## src/alm_regs.svh

```systemverilog
// constants of the lane sample mapper
`ifndef ALM_REGS_SVH
`define ALM_REGS_SVH
`define ALM_SMP_W      9
`define ALM_FIFO_W     36
`define ALM_FIFO_D     32
`define ALM_MODE_TEN   4'hA
`define ALM_MODE_ELEV  4'hB
`define ALM_SMP_TEN    5'h08
`define ALM_SMP_ELEV   5'h14
`define ALM_OCT_TEN    4'h5
`define ALM_OCT_ELEV   4'h8
`define ALM_TAIL       4'h0
`define ALM_MASK_2     8'h03
`define ALM_MASK_4     8'h0F
`define ALM_MASK_8     8'hFF
`endif

```

## src/alm_pkg.sv

```systemverilog
// types of the lane sample mapper
package alm_pkg;
  typedef enum logic [1:0] {
    ALM_SINGLE = 2'b00,
    ALM_DUAL   = 2'b01,
    ALM_QUAD   = 2'b10
  } alm_variant_t;
  typedef enum logic {
    ALM_ST_COLLECT = 1'b0,
    ALM_ST_SEND    = 1'b1
  } alm_state_t;
endpackage

```

## src/alm_lane_mapper.sv

```systemverilog
// sample fifo and lane sample mapper for the two 9-bit 8b/10b link modes
`timescale 1ns/10ps
`include "alm_regs.svh"

// sample fifo with valid and ready on both sides
module alm_fifo #(
  parameter int WIDTH = `ALM_FIFO_W,
  parameter int DEPTH = `ALM_FIFO_D
) (
  // clock and reset
  input  wire logic             sys_clk,
  input  wire logic             rst,
  // fill side
  input  wire logic             in_valid,
  input  wire logic [WIDTH-1:0] in_data,
  output logic                  in_ready,
  // drain side
  output logic                  out_valid,
  output logic      [WIDTH-1:0] out_data,
  input  wire logic             out_ready
);
  localparam int AW = $clog2(DEPTH);
  logic [WIDTH-1:0] mem_r [DEPTH];
  logic [AW-1:0]    wp_r, wp_nxt, rp_r, rp_nxt;
  logic [AW:0]      cnt_r, cnt_nxt;
  logic             push, pop, ready_r, ready_nxt;

  // pointer and count update
  always_comb
  begin
    in_ready  = ready_r;
    out_valid = (cnt_r != '0);
    out_data  = mem_r[rp_r];
    push      = in_valid && in_ready;
    pop       = out_valid && out_ready;
    wp_nxt    = push ? wp_r + 1'b1 : wp_r;
    rp_nxt    = pop ? rp_r + 1'b1 : rp_r;
    cnt_nxt   = cnt_r + {{AW{1'b0}}, push} - {{AW{1'b0}}, pop};
    ready_nxt = (cnt_nxt != DEPTH[AW:0]); // registered so ready leaves a flop
  end

  // pointer registers
  always_ff @(posedge sys_clk or posedge rst)
  begin
    if (rst)
    begin
      wp_r  <= '0;
      rp_r  <= '0;
      cnt_r <= '0;
      ready_r <= 1'b1;
    end
    else
    begin
      wp_r  <= wp_nxt;
      rp_r  <= rp_nxt;
      cnt_r <= cnt_nxt;
      ready_r <= ready_nxt;
    end
  end

  // storage, written only on push
  always_ff @(posedge sys_clk)
  begin
    if (push)
      mem_r[wp_r] <= in_data;
  end
endmodule // alm_fifo

module alm_lane_mapper (
  // clock and reset
  input  wire logic                sys_clk,
  input  wire logic                rst,
  // configuration
  input  wire logic [3:0]          link_mode_select,
  input  wire alm_pkg::alm_variant_t part_variant,
  // converter samples, channels a to d, one set per beat
  input  wire logic                smp_valid,
  input  wire logic [35:0]         smp_data,
  output logic                     smp_ready,
  // lanes toward the encoders, one octet per lane per beat
  input  wire logic                lane_ready,
  output logic                     lane_valid_r,
  output logic                     lane_frame_start_r,
  output logic [7:0][7:0]          lane_octet_r,
  output logic [7:0]               lane_active_r,
  output logic                     mode_error_r
);
  logic [`ALM_SMP_W-1:0] samp_r [4][20];
  logic [`ALM_SMP_W-1:0] samp_nxt [4][20];
  logic [63:0]           shift_r [8];
  logic [63:0]           shift_nxt [8];
  logic [63:0]           word [8];
  alm_pkg::alm_state_t   st_r, st_nxt;
  alm_pkg::alm_variant_t var_r, var_nxt, cur_var;
  logic [3:0]            mode_r, mode_nxt, cur_mode, oct_r, oct_nxt;
  logic [4:0]            idx_r, idx_nxt, smp_last;
  logic [7:0]            mask;
  logic [7:0][7:0]       octet_nxt;
  logic [7:0]            active_nxt;
  logic                  valid_nxt, start_nxt, err_nxt, mode_ok;
  logic                  f_valid, pop, is_ten;
  logic [35:0]           f_data;

  alm_fifo #(.WIDTH(`ALM_FIFO_W), .DEPTH(`ALM_FIFO_D)) u_fifo (
    .sys_clk   (sys_clk),
    .rst       (rst),
    .in_valid  (smp_valid),
    .in_data   (smp_data),
    .in_ready  (smp_ready),
    .out_valid (f_valid),
    .out_data  (f_data),
    .out_ready (pop)
  );

  // mode and variant are taken at the first sample of each frame
  always_comb
  begin
    cur_mode = (st_r == alm_pkg::ALM_ST_COLLECT && idx_r == '0) ?
               link_mode_select : mode_r;
    cur_var  = (st_r == alm_pkg::ALM_ST_COLLECT && idx_r == '0) ?
               part_variant : var_r;
    is_ten   = (cur_mode == `ALM_MODE_TEN);
    mode_ok  = is_ten ||
               (cur_mode == `ALM_MODE_ELEV &&
                cur_var != alm_pkg::ALM_QUAD);
    smp_last = is_ten ? `ALM_SMP_TEN - 5'h01 : `ALM_SMP_ELEV - 5'h01;
    case (cur_var)
      alm_pkg::ALM_SINGLE: mask = is_ten ? `ALM_MASK_2 : `ALM_MASK_4;
      alm_pkg::ALM_DUAL:   mask = is_ten ? `ALM_MASK_4 : `ALM_MASK_8;
      alm_pkg::ALM_QUAD:   mask = is_ten ? `ALM_MASK_8 : 8'h00;
      default:             mask = 8'h00;
    endcase
  end

  // sample store update, kept apart from the sequencer to avoid a loop
  always_comb
  begin
    pop      = (st_r == alm_pkg::ALM_ST_COLLECT) && mode_ok;
    samp_nxt = samp_r;
    if (pop && f_valid)
      for (int c = 0; c < 4; c++)
        samp_nxt[c][idx_r] = f_data[`ALM_SMP_W*c +: `ALM_SMP_W];
  end

  // lane words: mode ten channel = lane/2 split even/odd, mode eleven
  // channel = lane/4 taking every fourth sample, tail in last nibble
  always_comb
  begin
    for (int l = 0; l < 8; l++)
    begin
      word[l] = '0;
      for (int k = 0; k < 5; k++)
      begin
        if (is_ten && k < 4)
          word[l][63-10*k -: 10] = {samp_nxt[l/2][2*k+l%2], 1'b0};
        else if (!is_ten)
          word[l][63-12*k -: 12] = {samp_nxt[l/4][4*k+l%4], 3'b000};
      end
      if (!is_ten)
        word[l][3:0] = `ALM_TAIL;
      if (!mask[l])
        word[l] = '0;
    end
  end

  // frame collection and octet sending
  always_comb
  begin
    st_nxt     = st_r;
    mode_nxt   = cur_mode;
    var_nxt    = cur_var;
    idx_nxt    = idx_r;
    oct_nxt    = oct_r;
    shift_nxt  = shift_r;
    octet_nxt  = lane_octet_r;
    active_nxt = lane_active_r;
    valid_nxt  = 1'b0;
    start_nxt  = 1'b0;
    err_nxt    = !mode_ok;
    case (st_r)
      alm_pkg::ALM_ST_COLLECT:
      begin
        if (pop && f_valid)
        begin
          idx_nxt = idx_r + 5'h01;
          if (idx_r == smp_last)
          begin
            shift_nxt  = word;
            active_nxt = mask;
            idx_nxt    = '0;
            oct_nxt    = '0;
            st_nxt     = alm_pkg::ALM_ST_SEND;
          end
        end
      end
      alm_pkg::ALM_ST_SEND:
      begin
        if (lane_ready)
        begin
          for (int l = 0; l < 8; l++)
          begin
            octet_nxt[l] = shift_r[l][63:56];
            shift_nxt[l] = {shift_r[l][55:0], 8'h00};
          end
          valid_nxt = 1'b1;
          start_nxt = (oct_r == '0);
          oct_nxt   = oct_r + 4'h1;
          if (oct_r == ((mode_r == `ALM_MODE_TEN) ? `ALM_OCT_TEN - 4'h1 :
                        `ALM_OCT_ELEV - 4'h1))
            st_nxt = alm_pkg::ALM_ST_COLLECT;
        end
      end
      default: st_nxt = alm_pkg::ALM_ST_COLLECT;
    endcase
  end

  // registers
  always_ff @(posedge sys_clk or posedge rst)
  begin
    if (rst)
    begin
      st_r               <= alm_pkg::ALM_ST_COLLECT;
      mode_r             <= `ALM_MODE_TEN;
      var_r              <= alm_pkg::ALM_SINGLE;
      idx_r              <= '0;
      oct_r              <= '0;
      lane_valid_r       <= 1'b0;
      lane_frame_start_r <= 1'b0;
      lane_octet_r       <= '0;
      lane_active_r      <= '0;
      mode_error_r       <= 1'b0;
      for (int l = 0; l < 8; l++)
        shift_r[l] <= '0;
      for (int c = 0; c < 4; c++)
        for (int i = 0; i < 20; i++)
          samp_r[c][i] <= '0;
    end
    else
    begin
      st_r               <= st_nxt;
      mode_r             <= mode_nxt;
      var_r              <= var_nxt;
      idx_r              <= idx_nxt;
      oct_r              <= oct_nxt;
      lane_valid_r       <= valid_nxt;
      lane_frame_start_r <= start_nxt;
      lane_octet_r       <= octet_nxt;
      lane_active_r      <= active_nxt;
      mode_error_r       <= err_nxt;
      shift_r            <= shift_nxt;
      samp_r             <= samp_nxt;
    end
  end

  logic load;
  assign load = (st_r == alm_pkg::ALM_ST_COLLECT) && pop && f_valid &&
                (idx_r == smp_last);
endmodule // alm_lane_mapper

```

## config.mk

```make
export PLATFORM = sky130hd
export DESIGN_NAME = alm_lane_mapper
export DESIGN_NICKNAME = d
export VERILOG_FILES = /design/src/alm_pkg.sv /design/src/alm_lane_mapper.sv
export VERILOG_INCLUDE_DIRS = /design/src
export SDC_FILE = /design/constraint.sdc
export NUM_CORES = 2
export LEC_CHECK = 0
export ABC_AREA = 1
export BUFFER_PORTS_ARGS = -buffer_cell sky130_fd_sc_hd__buf_2
export CAP_MARGIN = 0
export CORE_MARGIN = 3
export CORE_UTILIZATION = 55
export DETAILED_ROUTE_END_ITERATION = 16
export PLACE_DENSITY = 0.74
export SLEW_MARGIN = 20
export SYNTH_ARGS = -nofsm -noshare
export SYNTH_HDL_FRONTEND = slang
export SYNTH_SLANG_ARGS = --single-unit
```

## constraint.sdc

```tcl
create_clock -name sys_clk -period 39.6 [get_ports sys_clk]
set_input_delay 9.9 -clock sys_clk [delete_from_list [all_inputs] [get_ports sys_clk]]
set_output_delay 9.9 -clock sys_clk [all_outputs]
set_load 0.1 [all_outputs]
```

==> run_results.csv <==
group,metric,value,unit
final_layout,finalNonFillerCells,11927,
worst_setup_path,cp_common_cell,"buf_4",
place,portBuffers,121,
clock_network,clkTransAtPathRegs,60,ps
route,drt_iter0_drc,10250,
sta,finalHoldViolCount,0,
synth,yosysUniqueCellTypes,44,
route,wl_per_cell,24.2,um
worst_setup_path,cp_top_family,"buffers and inverters",
synth,netlist_area,93800,sq um
synth,syn_area_per_cell,9.72,sq um
synth,yosys_warnings,0,
worst_setup_path,cp.required,40430,ps
place,place_inst,11515,
final_layout,fin_area,103000,sq um
floorplanning,die_w,419,um
sta,rsz0062_at_grt,"false",
floorplanning,num_rows,150,
final_layout,num-fill-cells,13387,
route,vias,71921,
sta,max_freq,66.4,MHz
synth,seq_area_frac_synth,0.653,
sta,setup_viol,0,
sta,drv_slew,0,
worst_setup_path,path_depth,8,
grt,grt_pass1_vias,68902,
synth,synthTopCellsByArea,"edfxtp_1, dfrtp_1, nand2_1",
pwr,pwr-share-comb,0.042,
place,post_dp_cell_area,95900,sq um
clock_network,post-cts-setup-buffer-count,0,
synth,syn-num-nets,9716,
place,post-place-ws,23440,ps
clock_network,clk_latency,890,ps
synth,ys_seq_elements,2215,
worst_setup_path,crit_path_end_kind,"asynchronous set/reset pin",
worst_setup_path,cp_max_fo,78,
clock_network,cts_tree,"done",
grt,grt_overflow,0,
worst_hold_path,whs_path_depth,2,
pwr,pwr-share-clk,0.432,
worst_setup_path,r2r_cells,17,
pwr,p_int,3.71,mW
job,drv_cap,0,
final_layout,seqCellArea,61200,sq um
place,place_congestion,0.936,
synth,synthArstFlopShare,0.480,
worst_setup_path,path_cells,"buf_2 -> clkinvlp_4 -> buf_4 -> buf_4 -> buf_4 -> buf_4 -> buf_4 -> buf_4",
grt,grt_usage,0.326,
clock_network,cts_max_path_buffers,3,
final_layout,area_delta_synth_final,10.0,%
sta,fin_crit_sh,0.380,
pwr,switchingPower,1.09,mW
route,firstDrtPassIters,6,
floorplanning,die_area,175000,sq um
sta,setup_ws,24550,ps
status,outcome,"finished clean",
grt,grt_pass1_wl,430,mm
final_layout,multi_input_area,28500,sq um
sta,skew,55.5,ps
worst_setup_path,crit_path_top_delay_cell,"buf_4",
route,viasPerCell,6.03,
route,ant_nets,0,
final_layout,layout-drive-gt1-share,0.0753,
final_layout,nets,9596,
synth,yosysTopAreaCell,"edfxtp_1",
floorplanning,core,168000,sq um
worst_setup_path,max_stage_delay,930,ps
clock_network,h-tree-depth,4,
grt,grt_antenna_before_repair,15,
floorplanning,start_util,0.557,
clock_network,cts_resized,0,
synth,netlist.area_leader.share,0.369,
sta,slew_headroom,0.224,
worst_setup_path,arrival,15870,ps
sta,min_period,15050,ps
route,drc,0,
floorplanning,die_h,419,um
pwr,irDropWorstVdd,0.0527,mV
synth,netlist_instances,9650,
sta,worstMarginPinSlew,1160,ps
clock_network,cts.sinks,2215,
pwr,power.leakage,44.4,nW
synth,ys_dominant_reg_cell,"edfxtp_1",
worst_setup_path,cp.buffers_inverters,8,
route,finalWirelength,288,mm
synth,yosysMostFrequentCell,"nand2_1",
worst_setup_path,cp-start-kind,"input port",
synth,synth_common_cells,"nand2_1, nor2_1, edfxtp_1, dfrtp_1, nand3_1",
floorplanning,io_pins,122,
grt,grt_max_degree,209,
clock_network,cts_root_buffer,"clkbuf_16",
pwr,seq_power_share,0.526,
worst_setup_path,path_class,"in2async",
clock_network,cts_made_buffers,216,
sta,tns,0,ps
place,dp_hpwl,159,mm
worst_hold_path,hp-class,"reg2reg",
clock_network,ctsHoldBuffers,0,
pwr,switching_share,0.227,
synth,synth_edf_count,1152,
pwr,p_per_area,46.6,nW/um^2
## placed cells by master, fill, tap and decap left out, drive strengths merged, types with 2 or more instances in the layout
cell type / count
clkinvlp: 8
a31oi: 66
nand2: 2697
buf: 269
nor3: 4
nand3: 891
xor2: 13
clkbuf: 304
diode: 5
dfrtp: 1060
edfxtp: 1152
a22oi: 120
o211ai: 65
nor2: 1352
bufinv: 14
or2: 14
nand4: 37
and2: 88
inv: 464
o21ai: 706
ha: 19
o21a: 67
clkinv: 78
a21boi: 2
o22ai: 2
a22o: 8
a21oi: 212
dfstp: 3
## state kept, by name, summed over array words and instances, names as in the netlist, 2 cells and up
signal,flops
samp_r,504
u_fifo.mem_r,1152
u_fifo.wp_r,5
var_r,2
u_fifo.cnt_r,6
lane_active_r,3
idx_r,5
shift_r,456
mode_r,4
oct_r,4
u_fifo.rp_r,5
lane_octet_r,64
## final cells by class
cell class | instances | share of cell area
well taps | 2204 | 0.0267
diodes | 5 | 0.000121
multi-input cells | 6366 | 0.276
flip-flops and latches | 2215 | 0.593
repair buffers | 269 | 0.0172
clock buffers | 304 | 0.0590
inverters | 462 | 0.0171
clock inverters | 102 | 0.0105
## power groups by stage
stage	clock network, mW	registers (mW)	logic (mW)
after CTS	2.08	2.53	0.201
after global routing	2.19	2.53	0.215
after floorplan	0	2.58	0.0929
after detailed placement	0	2.57	0.199
final	2.07	2.53	0.201
after global placement	0	2.57	0.192
## path summary, 6_finish.rpt
path | startpoint | endpoint | slack (ps)
max | rst | samp_r[687] | 24550
min | shift_r[62] | lane_octet_r[62] | 470
max reg2reg | idx_r[0] | shift_r[381] | 33090
min reg2reg | shift_r[62] | lane_octet_r[62] | 470
max in group sys_clk | link_mode_select[2] | shift_r[381] | 25000
min in group asynchronous | rst | lane_octet_r[51] | 9130
## logic make-up after synthesis
group           share of synthesized area
flops                               0.653
xor+xnor                          0.00131
buf+inv                            0.0472
fa+ha+maj                         0.00275
simple gates                        0.221
compound gates                     0.0748
## tightest hold or removal path: stages, from the launching register on
cell and delay [ps]:
dfrtp_1 340, nand2_1 60, nand2_1 50
## metrics by stage
stage | util | hold WS, ps | total power [mW]
2_1_floorplan | - | 442 | 2.67
3_3_place_gp | 0.570 | 456 | 2.76
3_5_place_dp | 0.570 | 459 | 2.77
4_1_cts | 0.612 | 474 | 4.81
5_1_grt | 0.613 | 492 | 4.93
6_report | 0.613 | 468 | 4.80
## routing by layer
metal / vias up / part of all wire / GRT usage
met3: 900 / 0.11 / 0.0729
li1: 31705 / - / -
met4: 16 / 0.063 / 0.184
met5: - / 0.00033 / 0
met2: 4382 / 0.46 / 0.505
met1: 34918 / 0.37 / 0.427
Note: power is estimated with default switching activity, not from simulation.
